File: config.mk
export PLATFORM = sky130hd
export DESIGN_NAME = switch_output_ctrl
export DESIGN_NICKNAME = d
export VERILOG_FILES = /design/src/pkg/switch_output_pkg.sv /design/src/design/switch_output_ctrl.sv /design/src/design/switch_delay.sv
export SDC_FILE = /design/constraint.sdc
export NUM_CORES = 1
export LEC_CHECK = 0
export BUFFER_PORTS_ARGS = -buffer_cell sky130_fd_sc_hd__buf_2
export CORE_ASPECT_RATIO = 0.8
export CORE_MARGIN = 3
export CORE_UTILIZATION = 50
export DETAILED_ROUTE_END_ITERATION = 10
export HOLD_SLACK_MARGIN = 0.08
export PLACE_DENSITY = 0.79
export SYNTH_ARGS = -nofsm -noshare
export SYNTH_HDL_FRONTEND = slang
export SYNTH_SLANG_ARGS = --single-unit
export TNS_END_PERCENT = 1
File: constraint.sdc
create_clock -name i_sys_clk -period 15.9 [get_ports i_sys_clk]
set_clock_uncertainty 0.15 [all_clocks]
set_input_delay 1.59 -clock i_sys_clk [delete_from_list [all_inputs] [get_ports i_sys_clk]]
set_output_delay 1.59 -clock i_sys_clk [all_outputs]
set_load 0.05 [all_outputs]
File: src/pkg/switch_output_pkg.sv
/*
 * constants for the switch output controller: register map, field positions,
 * selector encodings and the delay time base.
 * assumes a 25 MHz system clock and 32-bit AXI4-Lite register access.
 */
package switch_output_pkg;
   // ------------------------------------------------------------------------
   // register map (byte addresses)
   // ------------------------------------------------------------------------
   localparam logic [7:0]  ADDR_CTRL    = 8'h00;
   localparam logic [7:0]  ADDR_ON_THR  = 8'h04;
   localparam logic [7:0]  ADDR_OFF_THR = 8'h08;
   localparam logic [7:0]  ADDR_ON_DLY  = 8'h0c;
   localparam logic [7:0]  ADDR_OFF_DLY = 8'h10;
   localparam logic [7:0]  ADDR_STATUS  = 8'h14;
   localparam int          ADDR_W       = 8;
   // ------------------------------------------------------------------------
   // control fields
   // ------------------------------------------------------------------------
   localparam int FUNC_LSB  = 0;
   localparam int DIAG_LSB  = 4;
   localparam int DOSEL_LSB = 8;
   localparam int FB_LSB    = 12;
   localparam int INV_BIT   = 16;
   localparam int VAR_LSB   = 20;
   localparam logic [31:0] CTRL_RESET = 32'h0000_1000;
   localparam logic [31:0] CTRL_MASK  = 32'h0071_3737;
   localparam logic [2:0] FN_OFF = 3'h0, FN_ON = 3'h1, FN_DIAG = 3'h2;
   localparam logic [2:0] FN_LIMIT = 3'h3, FN_DOUT = 3'h4;
   localparam logic [1:0] DG_ALARM = 2'h0, DG_ALARM_WARN = 2'h1, DG_WARN = 2'h2;
   localparam logic [1:0] FB_ACTUAL = 2'h0, FB_OPEN = 2'h1, FB_CLOSED = 2'h2;
   localparam logic [2:0] SEL_NONE = 3'h0;
   localparam int         NUM_SRC  = 6;
   // ------------------------------------------------------------------------
   // delays: tenths of a second, 0.0 .. 100.0 s
   // ------------------------------------------------------------------------
   localparam int          DLY_W      = 10;
   localparam logic [9:0]  DLY_MAX    = 10'h3e8;
   localparam int          CLK_HZ     = 25_000_000;
   localparam int          TICK_MS    = 100;
   localparam int          TICK_CYC   = CLK_HZ / 1000 * TICK_MS;
   localparam int          PRE_W      = 22;
   localparam logic [1:0]  RESP_OKAY  = 2'h0;
   localparam logic [1:0]  RESP_SLV   = 2'h2;
endpackage

File: src/design/switch_output_ctrl.sv
/*
 * switch output controller: one open/closed contact driven from a function
 * selector (forced open, forced closed, diagnostic, limit, discrete block),
 * with switching delays, alarm fallback, inversion and a readable state.
 * assumes measured values, discrete block outputs and event levels come from
 * logic on the same clock; registers are reached over AXI4-Lite.
 *
// Behaviour
// - function off: output always open, whatever happens.
// - function on: output always closed, whatever happens.
// - off and on settings simulate the output independent of process.
// - diagnostic mode: closed, opened only while a qualifying event is active.
// - diagnostic selector alarm, alarm or warning, warning; default alarm.
// - limit mode: closed normally, opened by threshold crossings.
// - on above off: close while value exceeds the on threshold.
// - on above off: open once value drops below the off threshold.
// - on below off: close while value is below the on threshold.
// - on below off: open once value rises above the off threshold.
// - discrete mode follows a chosen block: none, two diagnostic, four plain.
// - limit mode with a variable: closing delayed 0.0 to 100.0 s.
// - limit mode with a variable: opening delayed 0.0 to 100.0 s.
// - limit or discrete mode under alarm: actual, open or closed; default open.
// - present switch state is readable.
// - invert swaps open and closed for every behaviour; default off.
 */
`timescale 1ns/1ps
module switch_output_ctrl import switch_output_pkg::*; #(
   parameter int TICK = TICK_CYC
) (
   input  wire logic                     i_sys_clk,   // 25 MHz clock
   input  wire logic                     i_reset_n,   // sync reset, active low
   input  wire logic [NUM_SRC-1:0][31:0] i_meas,      // signed measured values
   input  wire logic [NUM_SRC-1:0]       i_do_block,  // discrete block outputs
   input  wire logic                     i_alarm,     // alarm event active
   input  wire logic                     i_warning,   // warning event active
   output logic                          o_switch,    // 1 = contact conductive
   input  wire logic [ADDR_W-1:0]        s_axi_awaddr,
   input  wire logic                     s_axi_awvalid,
   output logic                          s_axi_awready,
   input  wire logic [31:0]              s_axi_wdata,
   input  wire logic [3:0]               s_axi_wstrb,
   input  wire logic                     s_axi_wvalid,
   output logic                          s_axi_wready,
   output logic [1:0]                    s_axi_bresp,
   output logic                          s_axi_bvalid,
   input  wire logic                     s_axi_bready,
   input  wire logic [ADDR_W-1:0]        s_axi_araddr,
   input  wire logic                     s_axi_arvalid,
   output logic                          s_axi_arready,
   output logic [31:0]                   s_axi_rdata,
   output logic [1:0]                    s_axi_rresp,
   output logic                          s_axi_rvalid,
   input  wire logic                     s_axi_rready
);
   // ------------------------------------------------------------------------
   // state
   // ------------------------------------------------------------------------
   typedef struct packed {
      logic [31:0]       ctrl;
      logic [31:0]       on_thr;
      logic [31:0]       off_thr;
      logic [DLY_W-1:0]  on_dly;
      logic [DLY_W-1:0]  off_dly;
      logic              hyst;
      logic              pre_inv;
      logic              sw;
      logic [ADDR_W-1:0] awaddr;
      logic              aw_got;
      logic [31:0]       wdata;
      logic [3:0]        wstrb;
      logic              w_got;
      logic              bvalid;
      logic [1:0]        bresp;
      logic              rvalid;
      logic [1:0]        rresp;
      logic [31:0]       rdata;
      logic              awrdy;
      logic              wrdy;
      logic              ardy;
   } ctrl_st_t;
   ctrl_st_t q, d;

   function automatic logic [31:0] merge(input logic [31:0] old,
                                         input logic [31:0] nw,
                                         input logic [3:0]  be);
      logic [31:0] r;
      r = old;
      for (int i = 0; i < 4; i++) begin
         if (be[i]) begin
            r[i*8 +: 8] = nw[i*8 +: 8];
         end
      end
      return r;
   endfunction

   function automatic logic [DLY_W-1:0] clamp(input logic [31:0] v);
      return (v > 32'(DLY_MAX)) ? DLY_MAX : v[DLY_W-1:0];
   endfunction

   // ------------------------------------------------------------------------
   // field decode
   // ------------------------------------------------------------------------
   logic [2:0]  func;
   logic [1:0]  diag_sel, fallback;
   logic [2:0]  do_sel, var_sel;
   logic        invert, var_on, delayed, event_hit, comp, wr_fire;
   logic signed [31:0] meas;
   logic [31:0] merged, rd_val;
   logic        rd_ok;

   assign func     = q.ctrl[FUNC_LSB  +: 3];
   assign diag_sel = q.ctrl[DIAG_LSB  +: 2];
   assign do_sel   = q.ctrl[DOSEL_LSB +: 3];
   assign fallback = q.ctrl[FB_LSB    +: 2];
   assign invert   = q.ctrl[INV_BIT];
   assign var_sel  = q.ctrl[VAR_LSB   +: 3];
   assign var_on   = var_sel != SEL_NONE && var_sel <= 3'(NUM_SRC);
   assign meas     = var_on ? i_meas[var_sel - 3'h1] : 32'sh0;

   // ------------------------------------------------------------------------
   // delay stage
   // ------------------------------------------------------------------------
   switch_delay #(.TICK(TICK)) u_delay (
      .i_sys_clk (i_sys_clk),
      .i_reset_n (i_reset_n),
      .i_target  (q.hyst),
      .i_bypass  (!(func == FN_LIMIT && var_on)),
      .i_on_dly  (q.on_dly),
      .i_off_dly (q.off_dly),
      .o_state   (delayed)
   );

   always_comb begin
      d       = q;
      wr_fire = q.aw_got && q.w_got && !q.bvalid;
      merged  = '0;
      rd_ok   = 1'b1;
      rd_val  = '0;

      // ---------------------------------------------------------------------
      // hysteresis on the selected variable
      // ---------------------------------------------------------------------
      if (func == FN_LIMIT && var_on) begin
         if ($signed(q.on_thr) >= $signed(q.off_thr)) begin
            if (meas > $signed(q.on_thr)) begin
               d.hyst = 1'b1;
            end else if (meas < $signed(q.off_thr)) begin
               d.hyst = 1'b0;
            end
         end else begin
            if (meas < $signed(q.on_thr)) begin
               d.hyst = 1'b1;
            end else if (meas > $signed(q.off_thr)) begin
               d.hyst = 1'b0;
            end
         end
         // anything between the thresholds leaves hyst alone
      end

      // ---------------------------------------------------------------------
      // function select
      // ---------------------------------------------------------------------
      case (diag_sel)
         DG_ALARM:      event_hit = i_alarm;
         DG_ALARM_WARN: event_hit = i_alarm || i_warning;
         DG_WARN:       event_hit = i_warning;
         default:       event_hit = i_alarm;
      endcase
      case (func)
         FN_OFF:   comp = 1'b0;
         FN_ON:    comp = 1'b1;
         FN_DIAG:  comp = !event_hit;
         FN_LIMIT: comp = var_on ? delayed : 1'b1;
         FN_DOUT:  comp = (do_sel != SEL_NONE && do_sel <= 3'(NUM_SRC))
                          ? i_do_block[do_sel - 3'h1] : 1'b0;
         default:  comp = 1'b0;
      endcase
      if ((func == FN_LIMIT || func == FN_DOUT) && i_alarm) begin
         case (fallback)
            FB_OPEN:   comp = 1'b0;
            FB_CLOSED: comp = 1'b1;
            default:   comp = comp;
         endcase
      end
      d.pre_inv = comp;
      d.sw      = comp ^ invert;

      // ---------------------------------------------------------------------
      // AXI4-Lite write: address and data taken in either order
      // ---------------------------------------------------------------------
      if (s_axi_awvalid && !q.aw_got && !q.bvalid) begin
         d.aw_got = 1'b1;
         d.awaddr = s_axi_awaddr;
      end
      if (s_axi_wvalid && !q.w_got && !q.bvalid) begin
         d.w_got = 1'b1;
         d.wdata = s_axi_wdata;
         d.wstrb = s_axi_wstrb;
      end
      if (wr_fire) begin
         d.aw_got = 1'b0;
         d.w_got  = 1'b0;
         d.bvalid = 1'b1;
         d.bresp  = RESP_OKAY;
         case ({q.awaddr[ADDR_W-1:2], 2'b00})
            ADDR_CTRL: begin
               merged = merge(q.ctrl, q.wdata, q.wstrb);
               d.ctrl = merged & CTRL_MASK;
            end
            ADDR_ON_THR:  d.on_thr  = merge(q.on_thr, q.wdata, q.wstrb);
            ADDR_OFF_THR: d.off_thr = merge(q.off_thr, q.wdata, q.wstrb);
            ADDR_ON_DLY: begin
               merged   = merge(32'(q.on_dly), q.wdata, q.wstrb);
               d.on_dly = clamp(merged);
            end
            ADDR_OFF_DLY: begin
               merged    = merge(32'(q.off_dly), q.wdata, q.wstrb);
               d.off_dly = clamp(merged);
            end
            ADDR_STATUS:  d.bresp = RESP_OKAY;
            default:      d.bresp = RESP_SLV;
         endcase
      end
      if (q.bvalid && s_axi_bready) begin
         d.bvalid = 1'b0;
      end

      // ---------------------------------------------------------------------
      // AXI4-Lite read
      // ---------------------------------------------------------------------
      case ({s_axi_araddr[ADDR_W-1:2], 2'b00})
         ADDR_CTRL:    rd_val = q.ctrl;
         ADDR_ON_THR:  rd_val = q.on_thr;
         ADDR_OFF_THR: rd_val = q.off_thr;
         ADDR_ON_DLY:  rd_val = 32'(q.on_dly);
         ADDR_OFF_DLY: rd_val = 32'(q.off_dly);
         ADDR_STATUS:  rd_val = {28'h0, i_alarm, q.hyst, q.pre_inv, q.sw};
         default:      rd_ok  = 1'b0;
      endcase
      if (s_axi_arvalid && !q.rvalid) begin
         d.rvalid = 1'b1;
         d.rdata  = rd_val;
         d.rresp  = rd_ok ? RESP_OKAY : RESP_SLV;
      end else if (q.rvalid && s_axi_rready) begin
         d.rvalid = 1'b0;
      end
      // readies come from flops so the bus sees no path from valid to ready
      d.awrdy = !d.aw_got && !d.bvalid;
      d.wrdy  = !d.w_got && !d.bvalid;
      d.ardy  = !d.rvalid;
   end

   always_ff @(posedge i_sys_clk) begin
      if (!i_reset_n) begin
         q         <= '0;
         q.ctrl    <= CTRL_RESET;
         q.hyst    <= 1'b1;
         q.pre_inv <= 1'b0;
         q.awrdy   <= 1'b1;
         q.wrdy    <= 1'b1;
         q.ardy    <= 1'b1;
      end else begin
         q <= d;
      end
   end

   assign o_switch      = q.sw;
   assign s_axi_awready = q.awrdy;
   assign s_axi_wready  = q.wrdy;
   assign s_axi_bvalid  = q.bvalid;
   assign s_axi_bresp   = q.bresp;
   assign s_axi_arready = q.ardy;
   assign s_axi_rvalid  = q.rvalid;
   assign s_axi_rdata   = q.rdata;
   assign s_axi_rresp   = q.rresp;
endmodule // switch_output_ctrl

File: src/design/switch_delay.sv
/*
 * delay stage: the output follows the target level after a programmable
 * number of time-base ticks, separately for closing and for opening.
 * assumes target and delays come from logic on the same clock.
 */
`timescale 1ns/1ps
module switch_delay import switch_output_pkg::*; #(
   parameter int TICK = TICK_CYC
) (
   input  wire logic             i_sys_clk,  // system clock
   input  wire logic             i_reset_n,  // sync reset, active low
   input  wire logic             i_target,   // wanted level, 1 = closed
   input  wire logic             i_bypass,   // follow target at once
   input  wire logic [DLY_W-1:0] i_on_dly,   // closing delay, 0.1 s units
   input  wire logic [DLY_W-1:0] i_off_dly,  // opening delay, 0.1 s units
   output logic                  o_state     // delayed level
);
   typedef struct packed {
      logic             state;
      logic [PRE_W-1:0] pre;
      logic [DLY_W-1:0] cnt;
   } dly_st_t;
   dly_st_t q, d;
   logic [DLY_W-1:0] lim;

   always_comb begin
      d   = q;
      lim = i_target ? i_on_dly : i_off_dly;
      if (i_bypass || i_target == q.state) begin
         // a pending change that falls back restarts its full delay
         d.pre   = '0;
         d.cnt   = '0;
         d.state = i_target;
      end else if (q.cnt >= lim) begin
         d.state = i_target;
         d.pre   = '0;
         d.cnt   = '0;
      end else if (q.pre == PRE_W'(TICK - 1)) begin
         d.pre = '0;
         d.cnt = q.cnt + DLY_W'(1);
      end else begin
         d.pre = q.pre + PRE_W'(1);
      end
   end

   always_ff @(posedge i_sys_clk) begin
      if (!i_reset_n) begin
         q <= '{state: 1'b1, pre: '0, cnt: '0};
      end else begin
         q <= d;
      end
   end

   assign o_state = q.state;
endmodule // switch_delay

==> metrics.yaml <==
run_status:
  outcome: "completed"
timing:
  period_needed_ps: 4810
  post-route-period-util: 0.302
  relSlewSlack: 0.203
  fin_setup_tns_ps: 0
  hold_viol_final: 0
  fmax_mhz: 208
  finalSetupViolCount: 0
  drv_slew: 0
  rsz0062_at_grt: "false"
  tightest_slew_ps: 1200
  setup_ws_ps: 11090
critical_path:
  critPathRequiredTime_ps: 16100
  max_stage_delay_ps: 610
  cp-start-kind: "flop"
  cp_num_buf_inv: 2
  arrival_ps: 5010
  critPathSlowestCell: "nor4_1"
  r2r_cells: 16
  crit_path_start: "q[195]$_SDFFE_PN0P_"
  r2r_slack_ps: 11090
  timing.rr.start: "q[195]$_SDFFE_PN0P_"
  path_cells: "inv_1 -> ha_1 -> xor2_4 -> buf_4 -> mux4_2 -> a21oi_1 -> nor2_1 -> ha_1 -> nand4_1 -> nor4_1 -> and2_1 -> o22ai_1 -> a21oi_1 -> o21ai_0 -> a211oi_2 -> o311ai_2"
  cp_top_family: "simple AND/OR/NAND/NOR gates"
  crit_fanout: 64
  r2r_end: "q[89]$_SDFFE_PN1P_"
  cp-end-kind: "flop"
  worstSetupPathType: "reg -> reg"
run:
  maxCapViolations: 0
power_and_ir_drop:
  ir_drop_v: 0.0000628
  p_per_area_nw_per_um2: 77.2
  p_leak_nw: 6.71
  p_total_mw: 1.22
synthesis:
  netlist_area_um2: 13600
  synth_top_area_cell: "dfxtp_1"
  synth_cell_types: 74
  synth.area.top_cells: "dfxtp_1, ha_1, mux2i_1"
  synth.top_cell.area_share: 0.319
  synth_most_common_cell: "nor2_1"
  synthTopCellsByCount: "nor2_1, dfxtp_1, mux2i_1"
  synth_warnings: 0
  synth.avg_cell_area_um2: 8.52
  synth-edff-count: 0
  ys_seq_area_frac: 0.319
  synth.ff_latch_count: 217
  async_reset_ff_frac: 0
  syn_inst: 1599
  synthFlopType: "dfxtp_1"
grt:
  grt_antenna_before_repair: 1
  track_usage: 0.265
  met3_usage: 0.0476
  grt_pass1_wl_um: 63100
  grt_pass1_vias: 12000
  gr-usage-met1: 0.392
  grt_util_met2: 0.404
  grt_max_degree: 101
  overflow: 0
  grt.busiest_layer: "met2"
finish:
  n_fill_cell: 2346
  nNetsFinal: 2189
  syn2layout_area_growth_pct: 16.3
  layout-drive-gt1-share: 0.228
  seqCellArea_um2: 4350
  final_area_um2: 15900
  multi_input_area_um2: 8420
  diodes: 0
  final_core_util: 0.598
floorplan:
  die_area_um2: 29300
  core_um2: 26500
  num_rows: 53
  num_io_pins: 301
  start_util: 0.514
  die-width_um: 191
  fp.dieH_um: 154
drt:
  postRouteAntennaNets: 0
  vias: 12800
  wl_per_cell_um: 18.7
  drc_errors: 0
  wirelength_um: 40900
  firstDrtPassIters: 5
  viasPerCell: 5.84
  drt_iter0_drc: 1156
placement:
  gp_congestion: 0.938
  portBuffers: 294
  hpwl_um: 31600
  place_ws_ps: 10920
  postPlaceCellArea_um2: 15100
min_path:
  hp-start: "u_delay.q[10]$_SDFF_PP0_"
  worstHoldPathCells: 1
  hp-class: "reg -> reg"
  hold_end: "u_delay.q[10]$_SDFF_PP0_"
cts:
  cts_buffer_depth: 3
  cts_setup_buffers: 0
  htreeDepth: 1
  cts_root_buf: "clkbuf_16"
  hold_buffers: 0
  cts_tree: "done"
  post_cts_resized: 0
  clkLatencyLatePin_ps: 520
  cts_buffers: 22
  clkTransAtPathRegs_ps: 70
  cts.sinks: 217
metrics by stage:
stage / instances / hold slack (ps)
floorplan: 1600 / 280
global placement: 2146 / 294
detailed placement: 2146 / 304
CTS: 2185 / 320
global route: 2185 / 353
finish: 2185 / 312
flip-flops by register name, indices dropped and copies added, names as in the netlist, 2 cells and up:
register	count
q	133
s_axi_rdata	32
u_delay.q	32
do_sel	3
func	3
diag_sel	2
fallback	2
kinds of logic after synthesis:
group                      Yosys count  share of synthesized area
other                                1                   0.000275
xor gates and xnor gates            31                     0.0199
and+or+nand+nor                    561                      0.186
DFF                                217                      0.319
adders and majority gates          117                      0.107
buffers and inverters              201                     0.0656
muxes                              183                      0.166
AOI/OAI and AO/OA                  288                      0.135
metal layers:
metal	up-vias	wire length [µm]
met1	6019	18300
li1	6087	-
met4	2	924
met3	87	3700
met5	-	7
met2	574	18000
worst register-to-register path: stages, from the launching register on:
cell,delay (ps)
dfxtp_1,440
inv_1,110
ha_1,250
xor2_4,130
buf_4,600
mux4_2,420
a21oi_1,160
nor2_1,80
ha_1,320
nand4_1,150
nor4_1,610
and2_1,280
o22ai_1,140
a21oi_1,240
o21ai_0,150
a211oi_2,250
o311ai_2,150
cell type report:
type / count / area share
clock buffer: 25 / 0.0374
clock inverter: 14 / 0.0105
inverter: 85 / 0.0203
multi-input combinational: 1182 / 0.531
sequential: 217 / 0.274
tap: 357 / 0.0282
timing repair buffer: 305 / 0.0980
worst max path at each step:
stage                                    end  slack [ps]  cells past startpoint
after global routing      q[89]$_SDFFE_PN1P_       10800                     16
final                     q[89]$_SDFFE_PN1P_       11090                     16
after floorplan           q[89]$_SDFFE_PN1P_       10830                     19
after CTS                 q[89]$_SDFFE_PN1P_       11150                     16
after detailed placement  q[89]$_SDFFE_PN1P_       10920                     13
after global placement    q[89]$_SDFFE_PN1P_       10970                     13
where the power goes:
part / total [mW] / switching [mW] / internal [mW]
logic: 0.107 / 0.0613 / 0.0461
registers: 0.570 / 0.0168 / 0.554
clock network: 0.546 / 0.227 / 0.319
cells in the final DEF (no fill, tap or decap), types with 7 or more instances in the layout:
cell type and count:
nor2b_1 10, ha_1 116, inv_1 84, and3_1 9, nand4_1 27, xor2_1 17
clkbuf_16 23, nor4_1 8, buf_4 11, xnor2_1 13, nor3_1 48, o22ai_1 7
or2_2 7, o221a_2 9, mux2i_1 143, nor2_1 243, a22oi_1 43, buf_2 294
a21o_1 12, a21oi_1 127, nand3_1 35, dfxtp_1 216, o21ai_0 36, nand2_1 127
mux4_2 33, nand2b_1 12
Note: power is estimated with default switching activity, not from simulation.
